--- src/rtl/dioc_pkg.sv ---
// constants, types and field layout for the digital io channel conditioning block
// Summary of operation
// - every one of the sixteen channels keeps its own restart mode, overload level, filter time and polarity.
// - in automatic mode an overload or short switches the output off and a fixed delay later it is tried again.
// - in reset-required mode an output tripped by an overload or short stays off and never turns itself on.
// - after reset every channel restarts automatically after a failure.
// - the overload level is 0.5 A, 1.0 A, 1.5 A, 2.0 A or maximum and sets where the overload diagnostic is raised.
// - with the maximum option current limiting is off and the full output current is allowed.
// - after reset every channel's overload setting is the maximum option.
// - the input filter is off or 1, 2, 3, 6, 10 or 15 ms per channel.
// - normally-open polarity reports the input level unchanged, a low input reads as zero.
// - normally-closed polarity inverts the filtered input, a high input reads as zero.
// - the channel indicator always shows the physical input level whatever the polarity.
// - after reset every channel's polarity is normally-open.
package dioc_pkg;
  localparam int NCH = 16;
  localparam int CLK_HZ = 100000000;
  localparam int MS_PER_S = 1000;
  localparam int CYC_PER_MS = CLK_HZ / MS_PER_S;
  localparam int RETRY_MS = 100;
  localparam int CNT_W = 32;

  // register map, byte addresses
  localparam int AW = 8;
  localparam logic [7:0] OFS_OUT_CMD = 8'h00;
  localparam logic [7:0] OFS_RESTART_MODE = 8'h04;
  localparam logic [7:0] OFS_LIMIT_LO = 8'h08;
  localparam logic [7:0] OFS_LIMIT_HI = 8'h0c;
  localparam logic [7:0] OFS_FILTER_LO = 8'h10;
  localparam logic [7:0] OFS_FILTER_HI = 8'h14;
  localparam logic [7:0] OFS_POLARITY = 8'h18;
  localparam logic [7:0] OFS_IN_STATE = 8'h1c;
  localparam logic [7:0] OFS_OUT_STATE = 8'h20;
  localparam logic [7:0] OFS_IRQ_STATUS = 8'h24;
  localparam logic [7:0] OFS_IRQ_CLEAR = 8'h28;
  localparam logic [7:0] OFS_IRQ_ENABLE = 8'h2c;

  // nibble-per-channel settings, eight channels per word
  localparam int FLD_W = 4;
  localparam int SEL_W = 3;
  localparam int HALF = NCH / 2;
  localparam logic [31:0] NIB_MASK = 32'h77777777;

  localparam logic [SEL_W-1:0] LIM_0A5 = 3'h0;
  localparam logic [SEL_W-1:0] LIM_1A0 = 3'h1;
  localparam logic [SEL_W-1:0] LIM_1A5 = 3'h2;
  localparam logic [SEL_W-1:0] LIM_2A0 = 3'h3;
  localparam logic [SEL_W-1:0] LIM_MAX = 3'h4;

  localparam logic [SEL_W-1:0] FILT_OFF = 3'h0;
  localparam logic [SEL_W-1:0] FILT_1MS = 3'h1;
  localparam logic [SEL_W-1:0] FILT_2MS = 3'h2;
  localparam logic [SEL_W-1:0] FILT_3MS = 3'h3;
  localparam logic [SEL_W-1:0] FILT_6MS = 3'h4;
  localparam logic [SEL_W-1:0] FILT_10MS = 3'h5;
  localparam logic [SEL_W-1:0] FILT_15MS = 3'h6;

  localparam int MS_1 = 1;
  localparam int MS_2 = 2;
  localparam int MS_3 = 3;
  localparam int MS_6 = 6;
  localparam int MS_10 = 10;
  localparam int MS_15 = 15;

  localparam logic [NCH-1:0] RST_RESTART_MODE = 16'h0000;
  localparam logic [31:0] RST_LIMIT = 32'h44444444;
  localparam logic [31:0] RST_FILTER = 32'h33333333;
  localparam logic [NCH-1:0] RST_POLARITY = 16'h0000;

  // measured current band from the output stage, band k means at least threshold k
  localparam int BAND_W = 3;

  typedef enum logic [1:0] {
    DIOC_IDLE = 2'b00,
    DIOC_ON = 2'b01,
    DIOC_RETRY = 2'b11,
    DIOC_LOCK = 2'b10
  } dioc_out_state_t;

  // filter code to milliseconds, unknown codes take the longest time
  function automatic int filt_ms(input logic [SEL_W-1:0] code);
    case (code)
      FILT_OFF: filt_ms = 0;
      FILT_1MS: filt_ms = MS_1;
      FILT_2MS: filt_ms = MS_2;
      FILT_3MS: filt_ms = MS_3;
      FILT_6MS: filt_ms = MS_6;
      FILT_10MS: filt_ms = MS_10;
      default: filt_ms = MS_15;
    endcase
  endfunction
endpackage

--- src/rtl/dioc_in_filter.sv ---
// one input channel debounce filter
`timescale 1ns/100ps
module dioc_in_filter #(
  parameter int CNT_W = dioc_pkg::CNT_W
) (
  input wire logic clk, // system clock
  input wire logic rstn, // synchronous reset, active low
  input wire logic raw, // synchronised input level
  input wire logic [CNT_W-1:0] hold_cyc, // cycles a new level must hold, zero bypasses
  output logic filt // filtered level
);
  logic [CNT_W-1:0] cnt;

  always_ff @(posedge clk) begin
    if (!rstn) begin
      cnt <= '0;
      filt <= 1'b0;
    end else if (hold_cyc == '0) begin
      cnt <= '0;
      filt <= raw;
    end else if (raw == filt) begin
      cnt <= '0; // any bounce back restarts the hold time
    end else if (cnt + 1'b1 >= hold_cyc) begin
      cnt <= '0;
      filt <= raw;
    end else begin
      cnt <= cnt + 1'b1;
    end
  end
endmodule

--- src/rtl/dioc_out_guard.sv ---
// one output channel overload guard with restart handling
`timescale 1ns/100ps
module dioc_out_guard #(
  parameter int CNT_W = dioc_pkg::CNT_W,
  parameter int RETRY_CYC = dioc_pkg::RETRY_MS * dioc_pkg::CYC_PER_MS
) (
  input wire logic clk, // system clock
  input wire logic rstn, // synchronous reset, active low
  input wire logic cmd, // output control bit from the controller
  input wire logic latch_mode, // 1 waits for a controller reset after a trip
  input wire logic fault, // overload or short seen while driving
  output logic drive, // output switch on
  output logic locked, // tripped and waiting for cmd low
  output logic trip // one-cycle pulse on each trip
);
  localparam logic [CNT_W-1:0] RETRY_LAST = CNT_W'(RETRY_CYC - 1);

  dioc_pkg::dioc_out_state_t state;
  logic [CNT_W-1:0] wait_cnt;

  always_ff @(posedge clk) begin
    if (!rstn) begin
      state <= dioc_pkg::DIOC_IDLE;
      trip <= 1'b0;
    end else begin
      trip <= 1'b0;
      unique case (state)
        dioc_pkg::DIOC_IDLE: if (cmd) state <= dioc_pkg::DIOC_ON;
        dioc_pkg::DIOC_ON: begin
          if (!cmd) begin
            state <= dioc_pkg::DIOC_IDLE;
          end else if (fault) begin
            trip <= 1'b1;
            state <= latch_mode ? dioc_pkg::DIOC_LOCK : dioc_pkg::DIOC_RETRY;
          end
        end
        dioc_pkg::DIOC_RETRY: begin
          if (!cmd) state <= dioc_pkg::DIOC_IDLE;
          else if (wait_cnt == RETRY_LAST) state <= dioc_pkg::DIOC_ON;
        end
        dioc_pkg::DIOC_LOCK: if (!cmd) state <= dioc_pkg::DIOC_IDLE;
      endcase
    end
  end

  always_ff @(posedge clk) begin
    if (!rstn || state != dioc_pkg::DIOC_RETRY) wait_cnt <= '0;
    else wait_cnt <= wait_cnt + 1'b1;
  end

  assign drive = (state == dioc_pkg::DIOC_ON);
  assign locked = (state == dioc_pkg::DIOC_LOCK);
endmodule

--- src/rtl/dioc_top.sv ---
// sixteen channel digital io conditioning with register port
`timescale 1ns/100ps
module dioc_top #(
  parameter int CYC_PER_MS = dioc_pkg::CYC_PER_MS,
  parameter int RETRY_CYC = dioc_pkg::RETRY_MS * dioc_pkg::CYC_PER_MS
) (
  input wire logic clk, // system clock, 100 MHz
  input wire logic rstn, // synchronous reset, active low
  input wire logic [dioc_pkg::AW-1:0] addr, // register byte address
  input wire logic [31:0] wdata, // write data
  input wire logic wr, // write strobe
  input wire logic rd, // read strobe
  output logic [31:0] rdata, // read data, cycle after rd
  input wire logic [dioc_pkg::NCH-1:0] din, // raw input pins
  input wire logic [dioc_pkg::NCH-1:0] short_det, // short circuit sense per output
  input wire logic [dioc_pkg::NCH*dioc_pkg::BAND_W-1:0] cur_band, // measured current band per output
  output logic [dioc_pkg::NCH-1:0] dout, // output switch drive
  output logic [dioc_pkg::NCH-1:0] limit_en, // current limiting active per output
  output logic [dioc_pkg::NCH-1:0] led, // channel indicators
  output logic irq // level interrupt
);
  localparam int NCH = dioc_pkg::NCH;
  localparam int CW = dioc_pkg::CNT_W;
  localparam int BW = dioc_pkg::BAND_W;
  localparam int SW = dioc_pkg::SEL_W;
  localparam int FW = dioc_pkg::FLD_W;
  localparam int HALF = dioc_pkg::HALF;

  // software settings
  logic [NCH-1:0] out_cmd;
  logic [NCH-1:0] latch_mode;
  logic [63:0] limit_cfg;
  logic [63:0] filter_cfg;
  logic [NCH-1:0] polarity;
  logic [NCH-1:0] irq_status;
  logic [NCH-1:0] irq_enable;

  // pin synchronisers
  logic [NCH-1:0] din_meta;
  logic [NCH-1:0] din_sync;
  logic [NCH-1:0] short_meta;
  logic [NCH-1:0] short_sync;
  logic [NCH*BW-1:0] band_meta;
  logic [NCH*BW-1:0] band_sync;

  logic [NCH-1:0] filt;
  logic [NCH-1:0] in_state;
  logic [NCH-1:0] drive;
  logic [NCH-1:0] locked;
  logic [NCH-1:0] trip;
  logic [NCH-1:0] fault;
  logic [NCH-1:0] next_irq_status;

  always_ff @(posedge clk) begin
    if (!rstn) begin
      din_meta <= '0;
      din_sync <= '0;
      short_meta <= '0;
      short_sync <= '0;
      band_meta <= '0;
      band_sync <= '0;
    end else begin
      din_meta <= din;
      din_sync <= din_meta;
      short_meta <= short_det;
      short_sync <= short_meta;
      band_meta <= cur_band;
      band_sync <= band_meta;
    end
  end

  // register writes
  always_ff @(posedge clk) begin
    if (!rstn) begin
      out_cmd <= '0;
      latch_mode <= dioc_pkg::RST_RESTART_MODE;
      limit_cfg <= {dioc_pkg::RST_LIMIT, dioc_pkg::RST_LIMIT};
      filter_cfg <= {dioc_pkg::RST_FILTER, dioc_pkg::RST_FILTER};
      polarity <= dioc_pkg::RST_POLARITY;
      irq_enable <= '0;
    end else if (wr) begin
      unique case (addr)
        dioc_pkg::OFS_OUT_CMD: out_cmd <= wdata[NCH-1:0];
        dioc_pkg::OFS_RESTART_MODE: latch_mode <= wdata[NCH-1:0];
        dioc_pkg::OFS_LIMIT_LO: limit_cfg[31:0] <= wdata & dioc_pkg::NIB_MASK;
        dioc_pkg::OFS_LIMIT_HI: limit_cfg[63:32] <= wdata & dioc_pkg::NIB_MASK;
        dioc_pkg::OFS_FILTER_LO: filter_cfg[31:0] <= wdata & dioc_pkg::NIB_MASK;
        dioc_pkg::OFS_FILTER_HI: filter_cfg[63:32] <= wdata & dioc_pkg::NIB_MASK;
        dioc_pkg::OFS_POLARITY: polarity <= wdata[NCH-1:0];
        dioc_pkg::OFS_IRQ_ENABLE: irq_enable <= wdata[NCH-1:0];
        default: ;
      endcase
    end
  end

  // per channel datapath
  for (genvar i = 0; i < NCH; i++) begin : g_ch
    logic [SW-1:0] lim;
    logic [SW-1:0] fsel;
    logic [BW-1:0] band;
    logic [CW-1:0] hold_cyc;

    assign lim = limit_cfg[i*FW +: SW];
    assign fsel = filter_cfg[i*FW +: SW];
    assign band = band_sync[i*BW +: BW];
    assign hold_cyc = CW'(dioc_pkg::filt_ms(fsel) * CYC_PER_MS);

    // band above the chosen level raises overload; max only reacts to a short
    assign fault[i] = short_sync[i] | ((lim < dioc_pkg::LIM_MAX) && (band > lim));

    dioc_in_filter #(
      .CNT_W(CW)
    ) u_filt (
      .clk(clk),
      .rstn(rstn),
      .raw(din_sync[i]),
      .hold_cyc(hold_cyc),
      .filt(filt[i])
    );

    dioc_out_guard #(
      .CNT_W(CW),
      .RETRY_CYC(RETRY_CYC)
    ) u_guard (
      .clk(clk),
      .rstn(rstn),
      .cmd(out_cmd[i]),
      .latch_mode(latch_mode[i]),
      .fault(fault[i]),
      .drive(drive[i]),
      .locked(locked[i]),
      .trip(trip[i])
    );
  end

  // pin side outputs, all registered
  always_ff @(posedge clk) begin
    if (!rstn) begin
      dout <= '0;
      limit_en <= '0;
      led <= '0;
      in_state <= '0;
    end else begin
      dout <= drive;
      for (int i = 0; i < NCH; i++) begin
        limit_en[i] <= (limit_cfg[i*FW +: SW] < dioc_pkg::LIM_MAX);
      end
      led <= din_sync;
      in_state <= filt ^ polarity;
    end
  end

  // sticky trip flags, a trip in the clearing cycle survives
  always_comb begin
    next_irq_status = irq_status | trip;
    if (wr && addr == dioc_pkg::OFS_IRQ_CLEAR) begin
      next_irq_status = (irq_status & ~wdata[NCH-1:0]) | trip;
    end
  end

  always_ff @(posedge clk) begin
    if (!rstn) begin
      irq_status <= '0;
      irq <= 1'b0;
    end else begin
      irq_status <= next_irq_status;
      irq <= |(next_irq_status & irq_enable);
    end
  end

  // register reads, answer one cycle after the strobe, unmapped reads zero
  always_ff @(posedge clk) begin
    if (!rstn) begin
      rdata <= '0;
    end else if (rd) begin
      unique case (addr)
        dioc_pkg::OFS_OUT_CMD: rdata <= {16'h0000, out_cmd};
        dioc_pkg::OFS_RESTART_MODE: rdata <= {16'h0000, latch_mode};
        dioc_pkg::OFS_LIMIT_LO: rdata <= limit_cfg[31:0];
        dioc_pkg::OFS_LIMIT_HI: rdata <= limit_cfg[63:32];
        dioc_pkg::OFS_FILTER_LO: rdata <= filter_cfg[31:0];
        dioc_pkg::OFS_FILTER_HI: rdata <= filter_cfg[63:32];
        dioc_pkg::OFS_POLARITY: rdata <= {16'h0000, polarity};
        dioc_pkg::OFS_IN_STATE: rdata <= {16'h0000, in_state};
        dioc_pkg::OFS_OUT_STATE: rdata <= {locked, dout};
        dioc_pkg::OFS_IRQ_STATUS: rdata <= {16'h0000, irq_status};
        dioc_pkg::OFS_IRQ_ENABLE: rdata <= {16'h0000, irq_enable};
        default: rdata <= '0;
      endcase
    end else begin
      rdata <= '0;
    end
  end
endmodule

--- config.mk ---
export PLATFORM = sky130hd
export DESIGN_NAME = dioc_top
export DESIGN_NICKNAME = d
export VERILOG_FILES = /design/src/rtl/dioc_pkg.sv /design/src/rtl/dioc_in_filter.sv /design/src/rtl/dioc_out_guard.sv /design/src/rtl/dioc_top.sv
export SDC_FILE = /design/constraint.sdc
export NUM_CORES = 2
export LEC_CHECK = 0
export BUFFER_PORTS_ARGS = -buffer_cell sky130_fd_sc_hd__buf_4
export CAP_MARGIN = 25
export CORE_AREA = 2 2 360 362
export DETAILED_ROUTE_END_ITERATION = 12
export DIE_AREA = 0 0 362 364
export PLACE_DENSITY = 0.83
export SETUP_SLACK_MARGIN = 0.15
export SYNTH_ARGS = -nofsm -noshare
export SYNTH_HDL_FRONTEND = slang
export SYNTH_SLANG_ARGS = --single-unit
export TNS_END_PERCENT = 20
--- constraint.sdc ---
create_clock -name clk -period 4.1 [get_ports clk]
set_input_delay 0.82 -clock clk [delete_from_list [all_inputs] [get_ports clk]]
set_output_delay 0.82 -clock clk [all_outputs]
set_load 0.005 [all_outputs]
==> results.py <==
metrics = {
    "logic_synthesis": {
        "yosys.area.top_type": "dfxtp_1",
        "synth_edf_count": 0,
        "netlist_top_cells_count": "dfxtp_1 (1521), nor2_1 (836), nand2_1 (827)",
        "netlist_area_sq_um": 72570,
        "netlist_instances": 8226,
        "ys.warnings.count": 0,
        "ys_types": 88,
        "synth_compound_area_share_pct": 8.761,
        "synth_top_area_share_pct": 41.96,
        "synth_area_leaders": "dfxtp_1 (42%), ha_1 (8.5%), xor2_1 (6.2%), xnor2_1 (4.5%), nor2_1 (4.3%)",
        "synthArstFlopShare_pct": 0,
        "ys_seq_area_share_pct": 41.96,
        "synth-main-ff-cell": "dfxtp_1",
        "yosysMostFrequentCell": "dfxtp_1",
        "yosys.area_share.simple_pct": 26.52,
        "synthAdderAreaFrac_pct": 8.535,
        "synth_top_family_by_area": "simple AND/OR/NAND/NOR gates",
        "syn_area_per_cell_sq_um": 8.822,
        "synthMuxAreaShare_pct": 0.4707,
        "ys_ff_latch": 1521,
        "synth-xor-area-share_pct": 10.66,
    },
    "clock_network": {
        "cts.sinks": 1521,
        "clk_latency_ns": 0.79,
        "cts_tree": "yes",
        "cts_htree_levels": 4,
        "cts_max_path_buffers": 3,
        "cts-root-buf": "clkbuf_16",
        "cts_buffers": 158,
        "cts_hold_buffers": 0,
        "clk_pin_slew_ns": 0.07,
    },
    "detailed_routing": {
        "ant_nets": 0,
        "drc": 0,
        "wl_per_cell_microns": 18.16,
        "firstDrtPassIters": 7,
        "drtIter0Drc": 5497,
        "via_count": 61150,
        "wl_mm": 190.5,
        "viasPerCell": 5.829,
    },
    "grt": {
        "grt_overflow": 0,
        "gr-usage-all-layers_pct": 27.81,
        "antenna_found_initial": 30,
        "grt_max_degree": 103,
        "grt_pass1_wl_mm": 298.9,
        "grt_pass1_vias": 58660,
    },
    "placement": {
        "port_buffers": 200,
        "place_congestion": 0.9300,
        "dp.cells": 10170,
        "place_area_sq_um": 77170,
        "post-dp-hpwl_mm": 137.4,
    },
    "sta": {
        "final_max_slew_viol_count": 0,
        "fin_crit_sh_pct": 95.80,
        "timing_hold_violations_final": 0,
        "maxSlewHeadroom_pct": 31.89,
        "fin_tns_setup_ns": 0,
        "max_freq_mhz": 254.6,
        "clock_skew_ns": 0.03839,
        "rsz0062_at_grt": "yes",
        "post-route-min-period_ns": 3.928,
        "setup-violations-final": 0,
        "tightest_slew_ns": 1.022,
    },
    "power": {
        "peakVddDrop_mv": 0.4440,
        "clkPwrFrac_pct": 48.9,
        "p_switching_mw": 6.594,
        "power_frac_seq_pct": 49.1,
        "switching_share_pct": 21.45,
        "internal_power_mw": 24.14,
        "power.share.combinational_pct": 2.0,
        "leakage_nw": 32.94,
        "power_mw": 30.74,
        "power.density_nw_per_um2": 368.4,
    },
    "final_layout": {
        "finalNonFillerCells": 10490,
        "syn2layout_area_growth_pct": 14.99,
        "post-route-util_pct": 65.02,
        "drive_gt1_share_pct": 9.474,
        "final_cell_area_sq_um": 83440,
        "nets": 9294,
    },
    "worst_setup_path": {
        "crit_path_max_fanout": 11,
        "critPathLaunchType": "flip-flop",
        "path_class": "reg -> reg",
        "cp_data_required_time_ns": 4.82,
        "cp.arrival_ns": 4.65,
        "end_kind": "flip-flop",
    },
    "hold_path": {
        "hold_path.class": "in -> reg",
    },
    "floorplan": {
        "dieArea_sq_um": 131800,
        "coreArea_sq_um": 128300,
        "io_pins": 205,
        "rows": 132,
        "die_w_microns": 362,
        "die_h_microns": 364,
        "start_util_pct": 56.55,
    },
    "outcome": {
        "status": "finished clean",
    },
    "job": {
        "drv_cap": 0,
    },
}
==> worst max-delay path, cell delays in order, from the launching register on <==
cell,delay (ns)
dfxtp_1,0.42
nand2_1,0.13
or2_2,0.34
nor4_2,0.33
buf_4,0.18
nand3_1,0.11
xnor2_2,0.17
ha_1,0.30
a21o_1,0.19
nand3_1,0.09
a21oi_1,0.08
a2111oi_1,0.43
nand4_1,0.17
nor4_2,0.29
buf_4,0.17
nand3_4,0.13
clkbuf_16,0.22
nor2b_1,0.11
==> final cells by class <==
class,instances,area (sq um)
Timing Repair Buffer,367,2974
Clock inverter,56,726.9
Sequential cell,1521,30490
Clock buffer,232,4810
Inverter,329,1235
Multi-Input combinational cell,6298,41080
Fill cell,9794,44880
Antenna cell,13,32.53
Tap cell,1675,2096
==> per-stage QoR <==
stage	setup slack [ns]	hold WS [ns]
2_1_floorplan	0.1692	0.4119
3_3_place_gp	0.1142	0.4197
3_5_place_dp	0.01385	0.4215
4_1_cts	0.07134	0.1803
5_1_grt	-0.02496	0.2163
6_report	0.1724	0.2284
==> layer usage <==
layer  vias to the layer above  global-route usage (%)  share of wire, %
met2                      2236                   44.79                45
met5                         -                       0             0.068
met1                     29140                   34.60                41
met4                        24                   14.53               5.4
li1                      29240                       -                 -
met3                       517                   6.682               9.1
==> registers in the layout, indices dropped and copies added, names as in the netlist, 32 cells and up <==
register / cells
band_sync: 48
g_ch.u_guard.wait_cnt: 512
rdata: 32
filter_cfg: 48
band_meta: 48
g_ch.u_guard.state: 32
limit_cfg: 48
g_ch.u_filt.cnt: 512
==> final timing paths <==
| kind | start | to | slack, ns | depth (start not counted) |
|---|---|---|---|---|
| worst max-delay path | g_ch[12].u_filt.cnt[3] | g_ch[12].u_filt.cnt[18] | 0.17 | 17 |
| worst min-delay path | cur_band[41] | band_meta[41] | 0.23 | 2 |
| worst max register to register | g_ch[12].u_filt.cnt[3] | g_ch[12].u_filt.cnt[18] | 0.17 | 17 |
| worst min register to register | band_meta[47] | band_sync[47] | 0.43 | 1 |
==> power groups by stage <==
stage,registers [mW],clock network [mW],logic [mW]
2_1_floorplan,15.4,0,0.351
3_3_place_gp,15.4,0,0.568
3_5_place_dp,15.4,0,0.584
4_1_cts,15.1,15.2,0.592
5_1_grt,15.1,15.8,0.672
6_report,15.1,15.0,0.618
==> cells by family after synthesis <==
group,after synthesis
flops,1521
compound gates,957
xor+xnor,883
mux,33
other cells,2
buf+inv,586
simple gates,3749
fa+ha+maj,495
==> placed cells by master (no fill, tap or decap), types with 268 or more instances in the layout <==
master      n
xnor2_1   358
nand2_1   826
nor2b_1   268
ha_1      487
nand3_1   458
xor2_1    513
inv_1     329
nor2_1    815
dfxtp_1  1495
buf_4     346
==> repair_timing <==
item | in CTS | in global routing
pin swaps | 2 | 27
resized for setup | 11 | 148
cloned | 0 | 8
setup buffers | 0 | 7
setup endpoints to repair | 173 | 355
Note: power is estimated with default switching activity, not from simulation.
